## src/verilog/interrupt_state_report_params.svh

```systemverilog
// Register offsets, field positions and reset values of the interrupt status block
`ifndef STATE_REPORT_PARAMS_SVH
`define STATE_REPORT_PARAMS_SVH
`define OFS_STATE_REPORT 4'h0
`define OFS_RELOAD_VALUE 4'h4
`define OFS_MODE_CTRL 4'h8
`define OFS_TIMER_VALUE 4'hC
`define VECTOR_LSB 0
`define VECTOR_MSB 5
`define LEVEL_LSB 8
`define LEVEL_MSB 10
`define RELOAD_RESET 32'h00000000
`define MODE_RESET 1'b0
`define MAX_LEVEL 3'h7
`endif

```

## src/verilog/interrupt_state_report_pkg.sv

```systemverilog
// Types shared by the interrupt status block
package state_report_pkg;
  typedef enum logic {
    SINGLE_VECTOR = 1'b0,
    MULTI_VECTOR = 1'b1
  } dispatch_mode_e;
  typedef logic [5:0] vector_t;
  typedef logic [2:0] level_t;
endpackage : state_report_pkg

```

## src/verilog/proximity_reload_reg.sv

```systemverilog
// Proximity reload value register with byte-lane writes
`timescale 1ns/1ps
`default_nettype none
`include "interrupt_state_report_params.svh"
module proximity_reload_reg #(
  parameter int Width = 32
) (
  input wire logic clk,
  input wire logic rst_n,
  input wire logic wrEn,
  input wire logic [3:0] byteSel,
  input wire logic [31:0] wrData,
  output logic [Width-1:0] value
);
  // Lane logic below is fixed at four bytes
  if (Width != 32) begin : gWidthCheck
    $error("proximity_reload_reg supports only Width 32");
  end
  localparam logic [31:0] ResetValue = `RELOAD_RESET;
  logic [Width-1:0] value_q;
  assign value = value_q;
  // ------------------------------
  // Byte lanes
  // ------------------------------
  for (genvar b = 0; b < 4; b++) begin : gLane
    always_ff @(posedge clk or negedge rst_n) begin
      if (!rst_n) begin
        value_q[8*b +: 8] <= ResetValue[8*b +: 8];
      end else if (wrEn && byteSel[b]) begin
        value_q[8*b +: 8] <= wrData[8*b +: 8];
      end
    end
  end
endmodule : proximity_reload_reg
`default_nettype wire

```

## src/verilog/interrupt_state_report.sv

```systemverilog
// Interrupt status report and proximity reload over classic Wishbone
//
// What this block does
// - The status word reports in bits 10 to 8 the priority level of the latest interrupt presented to the core.
// - The status word reports in bits 5 to 0 the vector number of the interrupt presented to the core.
// - Bits 31 to 11 and 7 to 6 of the status word read as zero.
// - The proximity timer loads the reload value whenever an interrupt event triggers it.
// - The reload value is a 32-bit read/write register cleared at reset.
// - Both single-vector and multi-vector dispatch modes are supported.
// - Seven priority levels, one to seven, are encoded in the reported level field.
`timescale 1ns/1ps
`default_nettype none
`include "interrupt_state_report_params.svh"
module interrupt_state_report (
  input wire logic clk,
  input wire logic rst_n,
  input wire logic wb_cyc_i,
  input wire logic wb_stb_i,
  input wire logic wb_we_i,
  input wire logic [3:0] wb_adr_i,
  input wire logic [3:0] wb_sel_i,
  input wire logic [31:0] wb_dat_i,
  output logic [31:0] wb_dat_o,
  output logic wb_ack_o,
  input wire logic presentValid,
  input wire logic [5:0] presentVector,
  input wire logic [2:0] presentLevel,
  input wire logic proximityTrigger,
  output logic [31:0] proximityCount,
  output logic multiVector
);
  // ------------------------------
  // Bus decode
  // ------------------------------
  wire logic access = wb_cyc_i && wb_stb_i && !wb_ack_o;
  wire logic hitState = wb_adr_i == `OFS_STATE_REPORT;
  wire logic hitReload = wb_adr_i == `OFS_RELOAD_VALUE;
  wire logic hitMode = wb_adr_i == `OFS_MODE_CTRL;
  wire logic hitTimer = wb_adr_i == `OFS_TIMER_VALUE;
  // Writes land on the edge that ends the ack cycle, one edge after ack rises, while the master still holds the request
  wire logic ackCycle = wb_cyc_i && wb_stb_i && wb_ack_o;
  wire logic wrReload = ackCycle && wb_we_i && hitReload;
  wire logic wrMode = ackCycle && wb_we_i && hitMode && wb_sel_i[0];
  // Level zero means disabled, so such a request never reaches the core
  wire logic newRequest = presentValid && (presentLevel != 3'h0);

  logic [5:0] vector_q;
  logic [2:0] level_q;
  logic mode_q;
  logic [31:0] count_q;
  logic [31:0] reloadValue;
  logic [31:0] rdData_d;
  logic [31:0] dat_q;
  logic ack_q;

  proximity_reload_reg #(
    .Width(32)
  ) uReload (
    .clk(clk),
    .rst_n(rst_n),
    .wrEn(wrReload),
    .byteSel(wb_sel_i),
    .wrData(wb_dat_i),
    .value(reloadValue)
  );

  // Reserved bits stay zero by construction
  wire logic [31:0] stateWord = {21'h000000, level_q, 2'h0, vector_q};
  assign rdData_d = hitState ? stateWord :
                    hitReload ? reloadValue :
                    hitMode ? {31'h00000000, mode_q} :
                    hitTimer ? count_q : 32'h00000000;

  // ------------------------------
  // Status capture
  // ------------------------------
  // Fields only mean something in single-vector mode; captured regardless
  always_ff @(posedge clk or negedge rst_n) begin
    if (!rst_n) begin
      vector_q <= 6'h00;
      level_q <= 3'h0;
    end else if (newRequest) begin
      vector_q <= presentVector;
      level_q <= presentLevel;
    end
  end

  always_ff @(posedge clk or negedge rst_n) begin
    if (!rst_n) begin
      mode_q <= `MODE_RESET;
    end else if (wrMode) begin
      mode_q <= wb_dat_i[0];
    end
  end
  assign multiVector = mode_q == state_report_pkg::MULTI_VECTOR;

  // ------------------------------
  // Proximity timer load
  // ------------------------------
  // Down-count only so the load is observable; a trigger always wins
  always_ff @(posedge clk or negedge rst_n) begin
    if (!rst_n) begin
      count_q <= 32'h00000000;
    end else if (proximityTrigger) begin
      count_q <= reloadValue;
    end else if (count_q != 32'h00000000) begin
      count_q <= count_q - 32'h00000001;
    end
  end
  assign proximityCount = count_q;

  // ------------------------------
  // Bus answer
  // ------------------------------
  always_ff @(posedge clk or negedge rst_n) begin
    if (!rst_n) begin
      ack_q <= 1'b0;
      dat_q <= 32'h00000000;
    end else begin
      ack_q <= access;
      dat_q <= access ? rdData_d : 32'h00000000;
    end
  end
  assign wb_ack_o = ack_q;
  assign wb_dat_o = dat_q;

  // ------------------------------
  // Checks: status capture
  // ------------------------------
  // Bus writes to the status word are ignored, so only accepted requests move it
  level_capture_a: assert property (@(posedge clk) disable iff (!rst_n)
    newRequest |=> level_q == $past(presentLevel))
    else $error("level not captured");
  vector_capture_a: assert property (@(posedge clk) disable iff (!rst_n)
    newRequest |=> vector_q == $past(presentVector))
    else $error("vector not captured");
  level_nonzero_a: assert property (@(posedge clk) disable iff (!rst_n)
    (presentValid && presentLevel == 3'h0) |=> $stable(level_q))
    else $error("level zero request captured");
  level_range_a: assert property (@(posedge clk) disable iff (!rst_n)
    newRequest |=> level_q != 3'h0)
    else $error("disabled level reported");
  status_hold_a: assert property (@(posedge clk) disable iff (!rst_n)
    !newRequest |=> ($stable(vector_q) && $stable(level_q)))
    else $error("status changed without request");
  status_read_a: assert property (@(posedge clk) disable iff (!rst_n)
    (wb_ack_o && $past(hitState)) |->
      (wb_dat_o[`LEVEL_MSB:`LEVEL_LSB] == $past(level_q) && wb_dat_o[`VECTOR_MSB:`VECTOR_LSB] == $past(vector_q)))
    else $error("status fields not read back");
  reserved_zero_a: assert property (@(posedge clk) disable iff (!rst_n)
    (wb_ack_o && $past(hitState)) |-> (wb_dat_o[31:11] == 21'h0 && wb_dat_o[7:6] == 2'h0))
    else $error("reserved status bits nonzero");
  status_reset_a: assert property (@(posedge clk)
    (!rst_n ##1 !rst_n) |-> (vector_q == 6'h00 && level_q == 3'h0))
    else $error("status not cleared by reset");

  // ------------------------------
  // Checks: reload, mode and timer
  // ------------------------------
  // Count checks skip the load cycle; a trigger always wins
  timer_load_a: assert property (@(posedge clk) disable iff (!rst_n)
    proximityTrigger |=> count_q == $past(reloadValue))
    else $error("timer not reloaded");
  count_down_a: assert property (@(posedge clk) disable iff (!rst_n)
    (!proximityTrigger && count_q != 32'h00000000) |=> count_q == $past(count_q) - 32'h00000001)
    else $error("timer not counting down");
  count_rest_a: assert property (@(posedge clk) disable iff (!rst_n)
    (!proximityTrigger && count_q == 32'h00000000) |=> count_q == 32'h00000000)
    else $error("timer left zero untriggered");
  timer_read_a: assert property (@(posedge clk) disable iff (!rst_n)
    (wb_ack_o && $past(hitTimer)) |-> wb_dat_o == $past(count_q))
    else $error("timer readback wrong");
  reload_write_a: assert property (@(posedge clk) disable iff (!rst_n)
    (wrReload && wb_sel_i == 4'hF) |=> reloadValue == $past(wb_dat_i))
    else $error("reload value not written");
  reload_hold_a: assert property (@(posedge clk) disable iff (!rst_n)
    !wrReload |=> $stable(reloadValue))
    else $error("reload value changed without write");
  reload_read_a: assert property (@(posedge clk) disable iff (!rst_n)
    (wb_ack_o && $past(hitReload)) |-> wb_dat_o == $past(reloadValue))
    else $error("reload readback wrong");
  reload_reset_a: assert property (@(posedge clk)
    (!rst_n ##1 !rst_n) |-> reloadValue == `RELOAD_RESET)
    else $error("reload not cleared by reset");
  mode_write_a: assert property (@(posedge clk) disable iff (!rst_n)
    wrMode |=> multiVector == $past(wb_dat_i[0]))
    else $error("mode not written");
  mode_refused_a: assert property (@(posedge clk) disable iff (!rst_n)
    (ackCycle && wb_we_i && hitMode && !wb_sel_i[0]) |=> $stable(mode_q))
    else $error("mode written without lane");
  mode_read_a: assert property (@(posedge clk) disable iff (!rst_n)
    (wb_ack_o && $past(hitMode)) |-> wb_dat_o == {31'h00000000, $past(mode_q)})
    else $error("mode readback wrong");

  // ------------------------------
  // Checks: bus answer and reset
  // ------------------------------
  // Reset checks wait for a second low edge; the first may still see power-up unknowns
  ack_pulse_a: assert property (@(posedge clk) disable iff (!rst_n)
    wb_ack_o |=> !wb_ack_o)
    else $error("ack longer than one cycle");
  ack_follow_a: assert property (@(posedge clk) disable iff (!rst_n)
    access |=> wb_ack_o)
    else $error("request not answered");
  ack_cause_a: assert property (@(posedge clk) disable iff (!rst_n)
    wb_ack_o |-> $past(access))
    else $error("ack without request");
  ack_idle_a: assert property (@(posedge clk) disable iff (!rst_n)
    (!wb_cyc_i || !wb_stb_i) |=> !wb_ack_o)
    else $error("ack on idle bus");
  idle_data_zero_a: assert property (@(posedge clk) disable iff (!rst_n)
    !wb_ack_o |-> wb_dat_o == 32'h00000000)
    else $error("read data outside ack");
  unmapped_read_a: assert property (@(posedge clk) disable iff (!rst_n)
    (wb_ack_o && $past(!(hitState || hitReload || hitMode || hitTimer))) |-> wb_dat_o == 32'h00000000)
    else $error("unmapped read nonzero");
  reset_outputs_a: assert property (@(posedge clk)
    (!rst_n ##1 !rst_n) |->
      (!wb_ack_o && wb_dat_o == 32'h00000000 && proximityCount == 32'h00000000 && !multiVector))
    else $error("outputs not cleared by reset");
endmodule : interrupt_state_report
`default_nettype wire

```

## config.mk

```make
export PLATFORM = sky130hd
export DESIGN_NAME = interrupt_state_report
export DESIGN_NICKNAME = d
export VERILOG_FILES = /design/src/verilog/interrupt_state_report_pkg.sv /design/src/verilog/proximity_reload_reg.sv /design/src/verilog/interrupt_state_report.sv
export VERILOG_INCLUDE_DIRS = /design/src /design/src/verilog
export SDC_FILE = /design/constraint.sdc
export NUM_CORES = 1
export LEC_CHECK = 0
export ABC_AREA = 1
export BUFFER_PORTS_ARGS = -buffer_cell sky130_fd_sc_hd__clkbuf_2
export CORE_MARGIN = 5
export CORE_UTILIZATION = 40
export DETAILED_ROUTE_END_ITERATION = 7
export GPL_TIMING_DRIVEN = 1
export PLACE_DENSITY = 0.72
export SLEW_MARGIN = 20
export SYNTH_ARGS = -nofsm -noshare
export SYNTH_HDL_FRONTEND = slang
export SYNTH_SLANG_ARGS = --single-unit
```

## constraint.sdc

```tcl
create_clock -name clk -period 1.7 [get_ports clk]
set_input_delay 0.085 -clock clk [delete_from_list [all_inputs] [get_ports clk]]
set_output_delay 0.085 -clock clk [all_outputs]
set_load 0.01 [all_outputs]
```

---- After elaboration in Yosys (flattened, before gate mapping) ----
Index checks and enable logic that the tools add are counted.
word-level totals
  bits in registers ....................... 107
  input bits .............................. 56
  output and inout bits ................... 66
  logic and storage cells ................. 38
operators by class
  add/subtract/negate cells ............... 1
  equal/unequal tests ..................... 3
  multiplexer cells ....................... 7
  reductions and logical operators ........ 17
operators with widths
  operator                 count
  $mux W32                 7
  $reduce_bool A32 Y1      1
  $sub A32 B1 Y32 const B  1
  $logic_and A1 B1 Y1      12
  $eq A4 B4 Y1 const B     2
  $eq A4 B3 Y1 const B     1
  $logic_not A4 Y1         1
  $reduce_bool A3 Y1       1
  $reduce_bool A2 Y1       1
  $logic_not A1 Y1         1

---- Depth between registers and ports, before layout ----
Gate-level depths: netlist (run 1).
  depth after elaboration ................. 6
  gate-level depth with buffers ........... 10
  gate-level depth less buffers ........... 10

---- Cells and area by module ----
From an unflattened synthesis (run 1), not the netlist that was laid out.
second synthesis, totals
  cell total of the unflattened synthesis .. 734
  area, all modules ....................... 5670.4 µm²
modules (own cells, without submodules)
  module                  times used  cells each  area an instance (µm²)
  interrupt_state_report  1           594         4379.2
  proximity_reload_reg    1           140         1291.2

---- Worst setup path after synthesis (run 1) ----
No wires, ideal clock.
  path type ............................... reg2reg
  start ................................... register count_q[0] (netlist: proximityCount[0])
  end ..................................... register count_q[22] (netlist: proximityCount[22])
  data arrival time ....................... 1.537 ns
  setup slack ............................. 0.050 ns
  cell stages (with the launch flop) ...... 11
  clock period less this slack ............ 1.650 ns
  path through ............................ dfrtp_1 -> inv_1 -> ha_1 -> nand2_4 -> nor2_8 -> nand3_2 -> nor2_2 -> buf_4 -> nor2_1 -> nand2_1 -> inv_1
on the way
  cells in the longest elaborated chain, start to end .. 3
  elaborated cells between the ends (all ways) .. 5
  classes of those cells .................. 1 x add/sub; 2 x mux; 2 x reduce/logical
RTL lines
  item                      line                           source
  start: declaration        interrupt_state_report.sv:50   logic [31:0] count_q;
  start signal: assignment  interrupt_state_report.sv:105  count_q <= reloadValue;
  start signal: assignment  interrupt_state_report.sv:107  count_q <= count_q - 32'h00000001;
  $sub A32 B1 Y32           interrupt_state_report.sv:107
  $mux W32                  interrupt_state_report.sv:106  end else if (count_q != 32'h00000000) begin
  $mux W32                  interrupt_state_report.sv:104  end else if (proximityTrigger) begin
Several ways; a longest one is shown, not always the timed one. The select of a mux whose other input is x is not followed.
A chain may end at the register's enable or synchronous reset.

---- Final worst setup path (run 1) ----
  start ................................... register count_q[7] (netlist: proximityCount[7])
  end ..................................... register count_q[30] (netlist: proximityCount[30])
Same word-level chain as after synthesis.

==> results of run 1 <==
[power breakdown]
part | internal, mW | switching [mW] | total, mW
Combinational | 0.427 | 0.585 | 1.01
Sequential | 2.65 | 0.104 | 2.75
Clock | 1.00 | 0.993 | 2.00
Total | 4.08 | 1.68 | 5.76
[layout make-up]
cell class / instances / area, sq um
clock buffers: 9 / 225
clock inverters: 6 / 48.8
fillers: 1322 / 6290
inverters: 99 / 373
multi-input cells: 480 / 2520
flip-flops and latches: 107 / 2680
well taps: 180 / 225
repair buffers: 222 / 1520
[layer usage]
metal  part of all wire [%]  global-route usage, %
met3                    7.9                   3.99
met4                    2.4                   7.72
met2                     46                   32.7
met5                      0                      0
met1                     44                   29.6
[synth_stat cells, types with 8 or more instances]
cell	instances
a21oi_1	32
a21oi_2	8
clkbuf_1	12
dfrtp_1	107
inv_1	96
nand2_1	148
nand3_1	35
nand4_1	25
nor2_1	112
nor2_2	11
nor2_4	8
o21ai_0	33
o21ai_1	16
o21ai_2	10
o22ai_1	8
[through the flow]
stage                     instances  utilization, %  instance area (sq um)  hold WS [ns]
after detailed placement       1039            48.8                   6770        0.0693
after global placement         1039            48.8                   6770        0.0652
after global routing           1103            54.7                   7590        0.0296
final                          1103            54.7                   7590        0.0121
after CTS                      1095            53.7                   7460        0.0112
after floorplan                 711               -                   5660        -0.211
[final timing paths]
| check | start | to | cells after the start | slack [ns] |
|---|---|---|---|---|
| worst max register to register | proximityCount[7] | proximityCount[30] | 9 | 0.12 |
| worst max-delay path | proximityCount[7] | proximityCount[30] | 9 | 0.12 |
| min in group asynchronous | rst_n | uReload.value[14] | 2 | 0.21 |
| worst min-delay path | wb_cyc_i | wb_ack_o | 3 | 0.01 |
| max in group asynchronous | rst_n | proximityCount[11] | 3 | 0.91 |
| worst min register to register | wb_ack_o | wb_ack_o | 1 | 0.50 |
[cell usage in the layout, fill, tap and decap left out, types with 3 or more instances in the layout]
master and instances:
nand3_1 35, mux2_2 6, nand3_4 6, dlygate4sd3_1 41, inv_1 95, nand2_2 7, o21ai_1 19, a21oi_1 32
nor3_1 3, o21ai_2 10, a21oi_2 8, inv_2 3, o21ai_0 30, nand2_1 145, dfrtp_1 105, buf_12 4
buf_4 57, nor2_4 12, clkbuf_16 9, o22ai_1 8, nor2_2 15, nand4_1 25, nor2_1 104, clkbuf_2 120
xor2_1 7
[worst max-delay path, cell delays in order, from the launching register on]
cell and delay [ns]:
dfrtp_1 0.47, nor2_4 0.17, nand2_2 0.11, nor2_8 0.19
nand3_4 0.10, nor2_4 0.16, buf_12 0.13, nor2_1 0.04
nand2_1 0.06, inv_1 0.04
[state kept, by name, summed over array words and instances, names as in the netlist]
| register | flops |
|---|---|
| wb_dat_o | 32 |
| wb_ack_o | 1 |
| proximityCount | 32 |
| multiVector | 1 |
| level_q | 3 |
| vector_q | 6 |
| uReload.value | 32 |
[repair_timing]
action                     CTS  global route
gates resized for setup      0            24
setup endpoints to repair    0            31
hold buffers                41             0
hold endpoints to repair    69             0
buffers inserted             0             8
[kinds of logic after synthesis]
kind of cell | count (synthesis)
AO/OA/AOI/OAI | 107
XOR/XNOR | 8
adder cells (fa/ha/maj) | 1
buffers and inverters | 124
flip-flops | 107
multiplexers | 6
AND/OR/NAND/NOR | 358
==> flow_summary.json, run 1 <==
{
  "grt_pass1_wl_um": 27100,
  "worst_ep_required_time_ns": 1.95,
  "yosysUniqueCellTypes": 34,
  "fin_setup_tns_ns": 0,
  "ys.warnings.count": 0,
  "synth_edf_count": 0,
  "drtIter0Drc": 386,
  "cap_violations": 0,
  "synth_top_family_by_area": "simple AND/OR/NAND/NOR gates",
  "muxShareOfSynthArea_pct": 1.19,
  "clockBufferDepth": 2,
  "synth_compound_area_share_pct": 10.8,
  "slew_headroom_pct": 66.2,
  "total_power_mw": 5.76,
  "nNetsFinal": 976,
  "setup_viol": 0,
  "grt_antenna_before_repair": 0,
  "dr.pass1.iters": 5,
  "dp_slack_ns": 0.0303,
  "seq_area_frac_synth_pct": 47.3,
  "area.growth.synth_to_final_pct": 34.1,
  "skew_ns": 0.0102,
  "start_kind": "register",
  "synthFlopType": "dfrtp_1",
  "die_width_um": 129,
  "synth_largest_area_cell": "dfrtp_1",
  "arrival_ns": 1.83,
  "synth-xor-area-share_pct": 1.24,
  "drv_slew": 0,
  "core_area_sq_mm": 0.0139,
  "cts_buffers": 9,
  "wl_um": 17000,
  "synthArstFlopShare_pct": 100,
  "endpoint_kind": "register",
  "ir_drop_mv": 0.431,
  "critPathKind": "register to register",
  "hold_viol_final": 0,
  "power.density_mw_per_mm2": 760,
  "fmax_mhz": 634,
  "synth_fa_ha_area_share_pct": 0.221,
  "post-dp-hpwl_um": 13000,
  "synth_seq_cells": 107,
  "antenna-diode-count": 0,
  "num_vias": 5442,
  "finalWeightedCongestion": 0.941,
  "timing.final.crit_share_pct": 92.8,
  "ant_nets": 0,
  "grt_max_degree": 51,
  "synth_area_leaders": "dfrtp_1 (47%), nand2_1 (9.8%), nor2_1 (7.4%)",
  "hp-class": "input port to register",
  "fp-row-count": 43,
  "numClockSinks": 107,
  "portBuffers": 121,
  "io_pins": 122,
  "cts_root_buf": "clkbuf_16",
  "initial_utilization_pct": 40.8,
  "wl_per_cell_um": 15.4,
  "drc": 0,
  "synthSimpleGateAreaFrac_pct": 29.8,
  "p_leak_nw": 3.80,
  "grtUsageTotal_pct": 21.1,
  "die_area_sq_mm": 0.0166,
  "vias_per_cell": 4.93,
  "cp_max_fo": 8,
  "drive_gt1_share_pct": 29.5,
  "clk-insertion-delay-late_ns": 0.36,
  "synth_cells": 711,
  "syn-cell-area_sq_mm": 0.00566,
  "timing.final.ws_setup_ns": 0.122,
  "cts_tree": "built",
  "tightest_slew_ns": 0.507,
  "clk_pin_slew_ns": 0.07,
  "htreeDepth": 3,
  "die_y_um": 129,
  "syn_avg_cell_area_sq_um": 7.96,
  "grt_pass1_vias": 5207,
  "syn_nets": 768,
  "fin_crit_ns": 1.58,
  "grt_remaining_overflow": 0,
  "synth_top_area_share_pct": 47.3,
  "status": "complete, no violations"
}
No activity file was read; power rests on OpenSTA's default activity.
==> run 2: changes to the inputs <==
Settings changed: REMOVE_ABC_BUFFERS from default to 1.
==> run 2 against run 1 <==
Compared with the run above: critical path depth is 1 higher; total power is 2.7% higher; die area stayed put; register-to-register slack worse by 0.03 ns; worst setup slack worse by 0.034 ns; sequential power hardly changed; clock power is 9% higher; sequential share of layout area is 0.076 points higher; count of clock-buffer cells in the layout is 1 higher; final cell count is 0.45% lower; global-route usage is 0.34 points lower; core utilization is 0.12 points lower.
==> flow_summary.json, run 2 (synthesized netlist as in run 1, its figures left out) <==
{
  "final_cell_mix": "nand2_1 (145), clkbuf_2 (120), dfrtp_1 (105)",
  "ir_drop_mv": 0.470,
  "p_seq_share_pct": 46.6,
  "arrival_ns": 1.91,
  "fin_setup_tns_ns": 0,
  "fmax_mhz": 621,
  "switching_share_pct": 28.0,
  "die_area_sq_mm": 0.0166,
  "grt_pass1_vias": 5199,
  "p_sw_mw": 1.66,
  "critPathKind": "register to register",
  "layout.cells.non_filler": 1098,
  "nNetsFinal": 970,
  "num_vias": 5399,
  "status": "complete, no violations",
  "hold_viol_final": 0,
  "core_area_sq_mm": 0.0139,
  "drv_slew": 0,
  "die_y_um": 129,
  "rsz0062_at_grt": "yes",
  "hp-class": "input port to register",
  "wl_um": 16800,
  "vias_per_cell": 4.92,
  "fp-row-count": 43,
  "dpl.cell_count": 1038,
  "power.density_mw_per_mm2": 782,
  "cts_tree": "built",
  "initial_utilization_pct": 40.8,
  "worst_ep_required_time_ns": 2.00,
  "area.growth.synth_to_final_pct": 33.8,
  "start_kind": "register",
  "io_pins": 122,
  "grtUsageTotal_pct": 20.7,
  "drtIter0Drc": 374,
  "grt_remaining_overflow": 0,
  "cp_max_fo": 5,
  "cap_violations": 0,
  "dr.pass1.iters": 4,
  "hold_ws_ns": 0.00949,
  "portBuffers": 121,
  "fin_crit_ns": 1.61,
  "skew_ns": 0.00969,
  "fillCellCount": 1315,
  "internal-power_mw": 4.26,
  "finalWeightedCongestion": 0.908,
  "post-dp-hpwl_um": 12700,
  "htreeDepth": 3,
  "cts_root_buf": "clkbuf_16",
  "mostFrequentLayoutCell": "nand2_1",
  "ant_nets": 0,
  "die_width_um": 129,
  "drc": 0,
  "cts_buffers": 9,
  "drive_gt1_share_pct": 29.8,
  "numClockSinks": 107,
  "timing.final.crit_share_pct": 94.8,
  "clk_pin_slew_ns": 0.07,
  "p_leak_nw": 3.77,
  "grt_max_degree": 51,
  "setup_viol": 0,
  "tightest_slew_ns": 0.535,
  "grt_antenna_before_repair": 0,
  "antenna-diode-count": 0,
  "clk-insertion-delay-late_ns": 0.36,
  "slew_headroom_pct": 64.4,
  "p_comb_share_pct": 16.6,
  "endpoint_kind": "register",
  "grt_pass1_wl_um": 26900,
  "wl_per_cell_um": 15.3,
  "clockBufferDepth": 2,
  "p_clk_share_pct": 36.8
}
==> run 2: cell types whose count changed in the layout (fill, tap and decap cells not counted), sizes merged <==
cell,change
buf,-6
inv,-1
clkbuf,+1
bufinv,+1
==> run 2: final timing paths <==
check                                endpoint               from  slack [ns]  depth (start not counted)
max                        proximityCount[29]  proximityCount[2]        0.09                         10
min                                  wb_ack_o           wb_cyc_i       0.009                          3
max reg2reg                proximityCount[29]  proximityCount[2]        0.09                         10
min reg2reg                          wb_ack_o           wb_ack_o        0.49                          1
max in group asynchronous        wb_dat_o[19]              rst_n        1.00                          3
min in group asynchronous    uReload.value[1]              rst_n        0.16                          2
==> run 2: power groups by stage <==
stage / logic (mW) / registers [mW] / clock network [mW]
global route: 1.09 / 2.77 / 2.31
floorplan: 0.404 / 2.83 / 0
CTS: 0.961 / 2.75 / 2.22
global placement: 0.874 / 2.80 / 0
detailed placement: 0.883 / 2.80 / 0
finish: 0.983 / 2.76 / 2.18
==> run 2: cell type report <==
class / instances / area [sq um] / share of cell area (%)
repair buffers: 216 / 1450 / 19.1
clock buffers: 10 / 239 / 3.16
inverters: 99 / 373 / 4.92
flip-flops and latches: 107 / 2680 / 35.4
multi-input cells: 480 / 2530 / 33.5
well taps: 180 / 225 / 2.97
clock inverters: 6 / 71.3 / 0.942
==> run 2: per-layer routing <==
metal	vias up	GRT usage [%]	share of wire [%]
met2	162	33.9	48
met1	2549	27.7	44
met5	-	0	0
met3	23	4.44	6.0
li1	2665	-	-
met4	0	6.30	1.8
==> run 2: what timing repair did <==
action | 4_1_cts | 5_1_grt
endpoints found under the hold margin | 147 | 0
setup buffers | 0 | 3
resized for setup | 0 | 29
hold buffers | 41 | 0
endpoints found under the setup margin | 0 | 34
==> run 2: metrics by stage <==
| step | cell area, sq um | power (mW) | util [%] | setup WS [ns] |
|---|---|---|---|---|
| finish | 7570 | 5.92 | 54.5 | 0.0885 |
| global route | 7570 | 6.18 | 54.5 | -0.00374 |
| CTS | 7460 | 5.93 | 53.8 | 0.00472 |
| detailed placement | 6740 | 3.68 | 48.6 | 0.0233 |
| global placement | 6740 | 3.67 | 48.6 | 0.0643 |
| floorplan | 5500 | 3.23 | - | -0.00422 |
==> run 2: worst max-delay path, stage by stage (launching register included) <==
cell	delay, ns
dfrtp_1	0.47
nor2_1	0.20
nand2_2	0.11
nor2_1	0.13
nand2_2	0.12
buf_4	0.17
nor2_1	0.11
nand2_1	0.06
nand3_1	0.07
nand2_1	0.06
inv_1	0.05
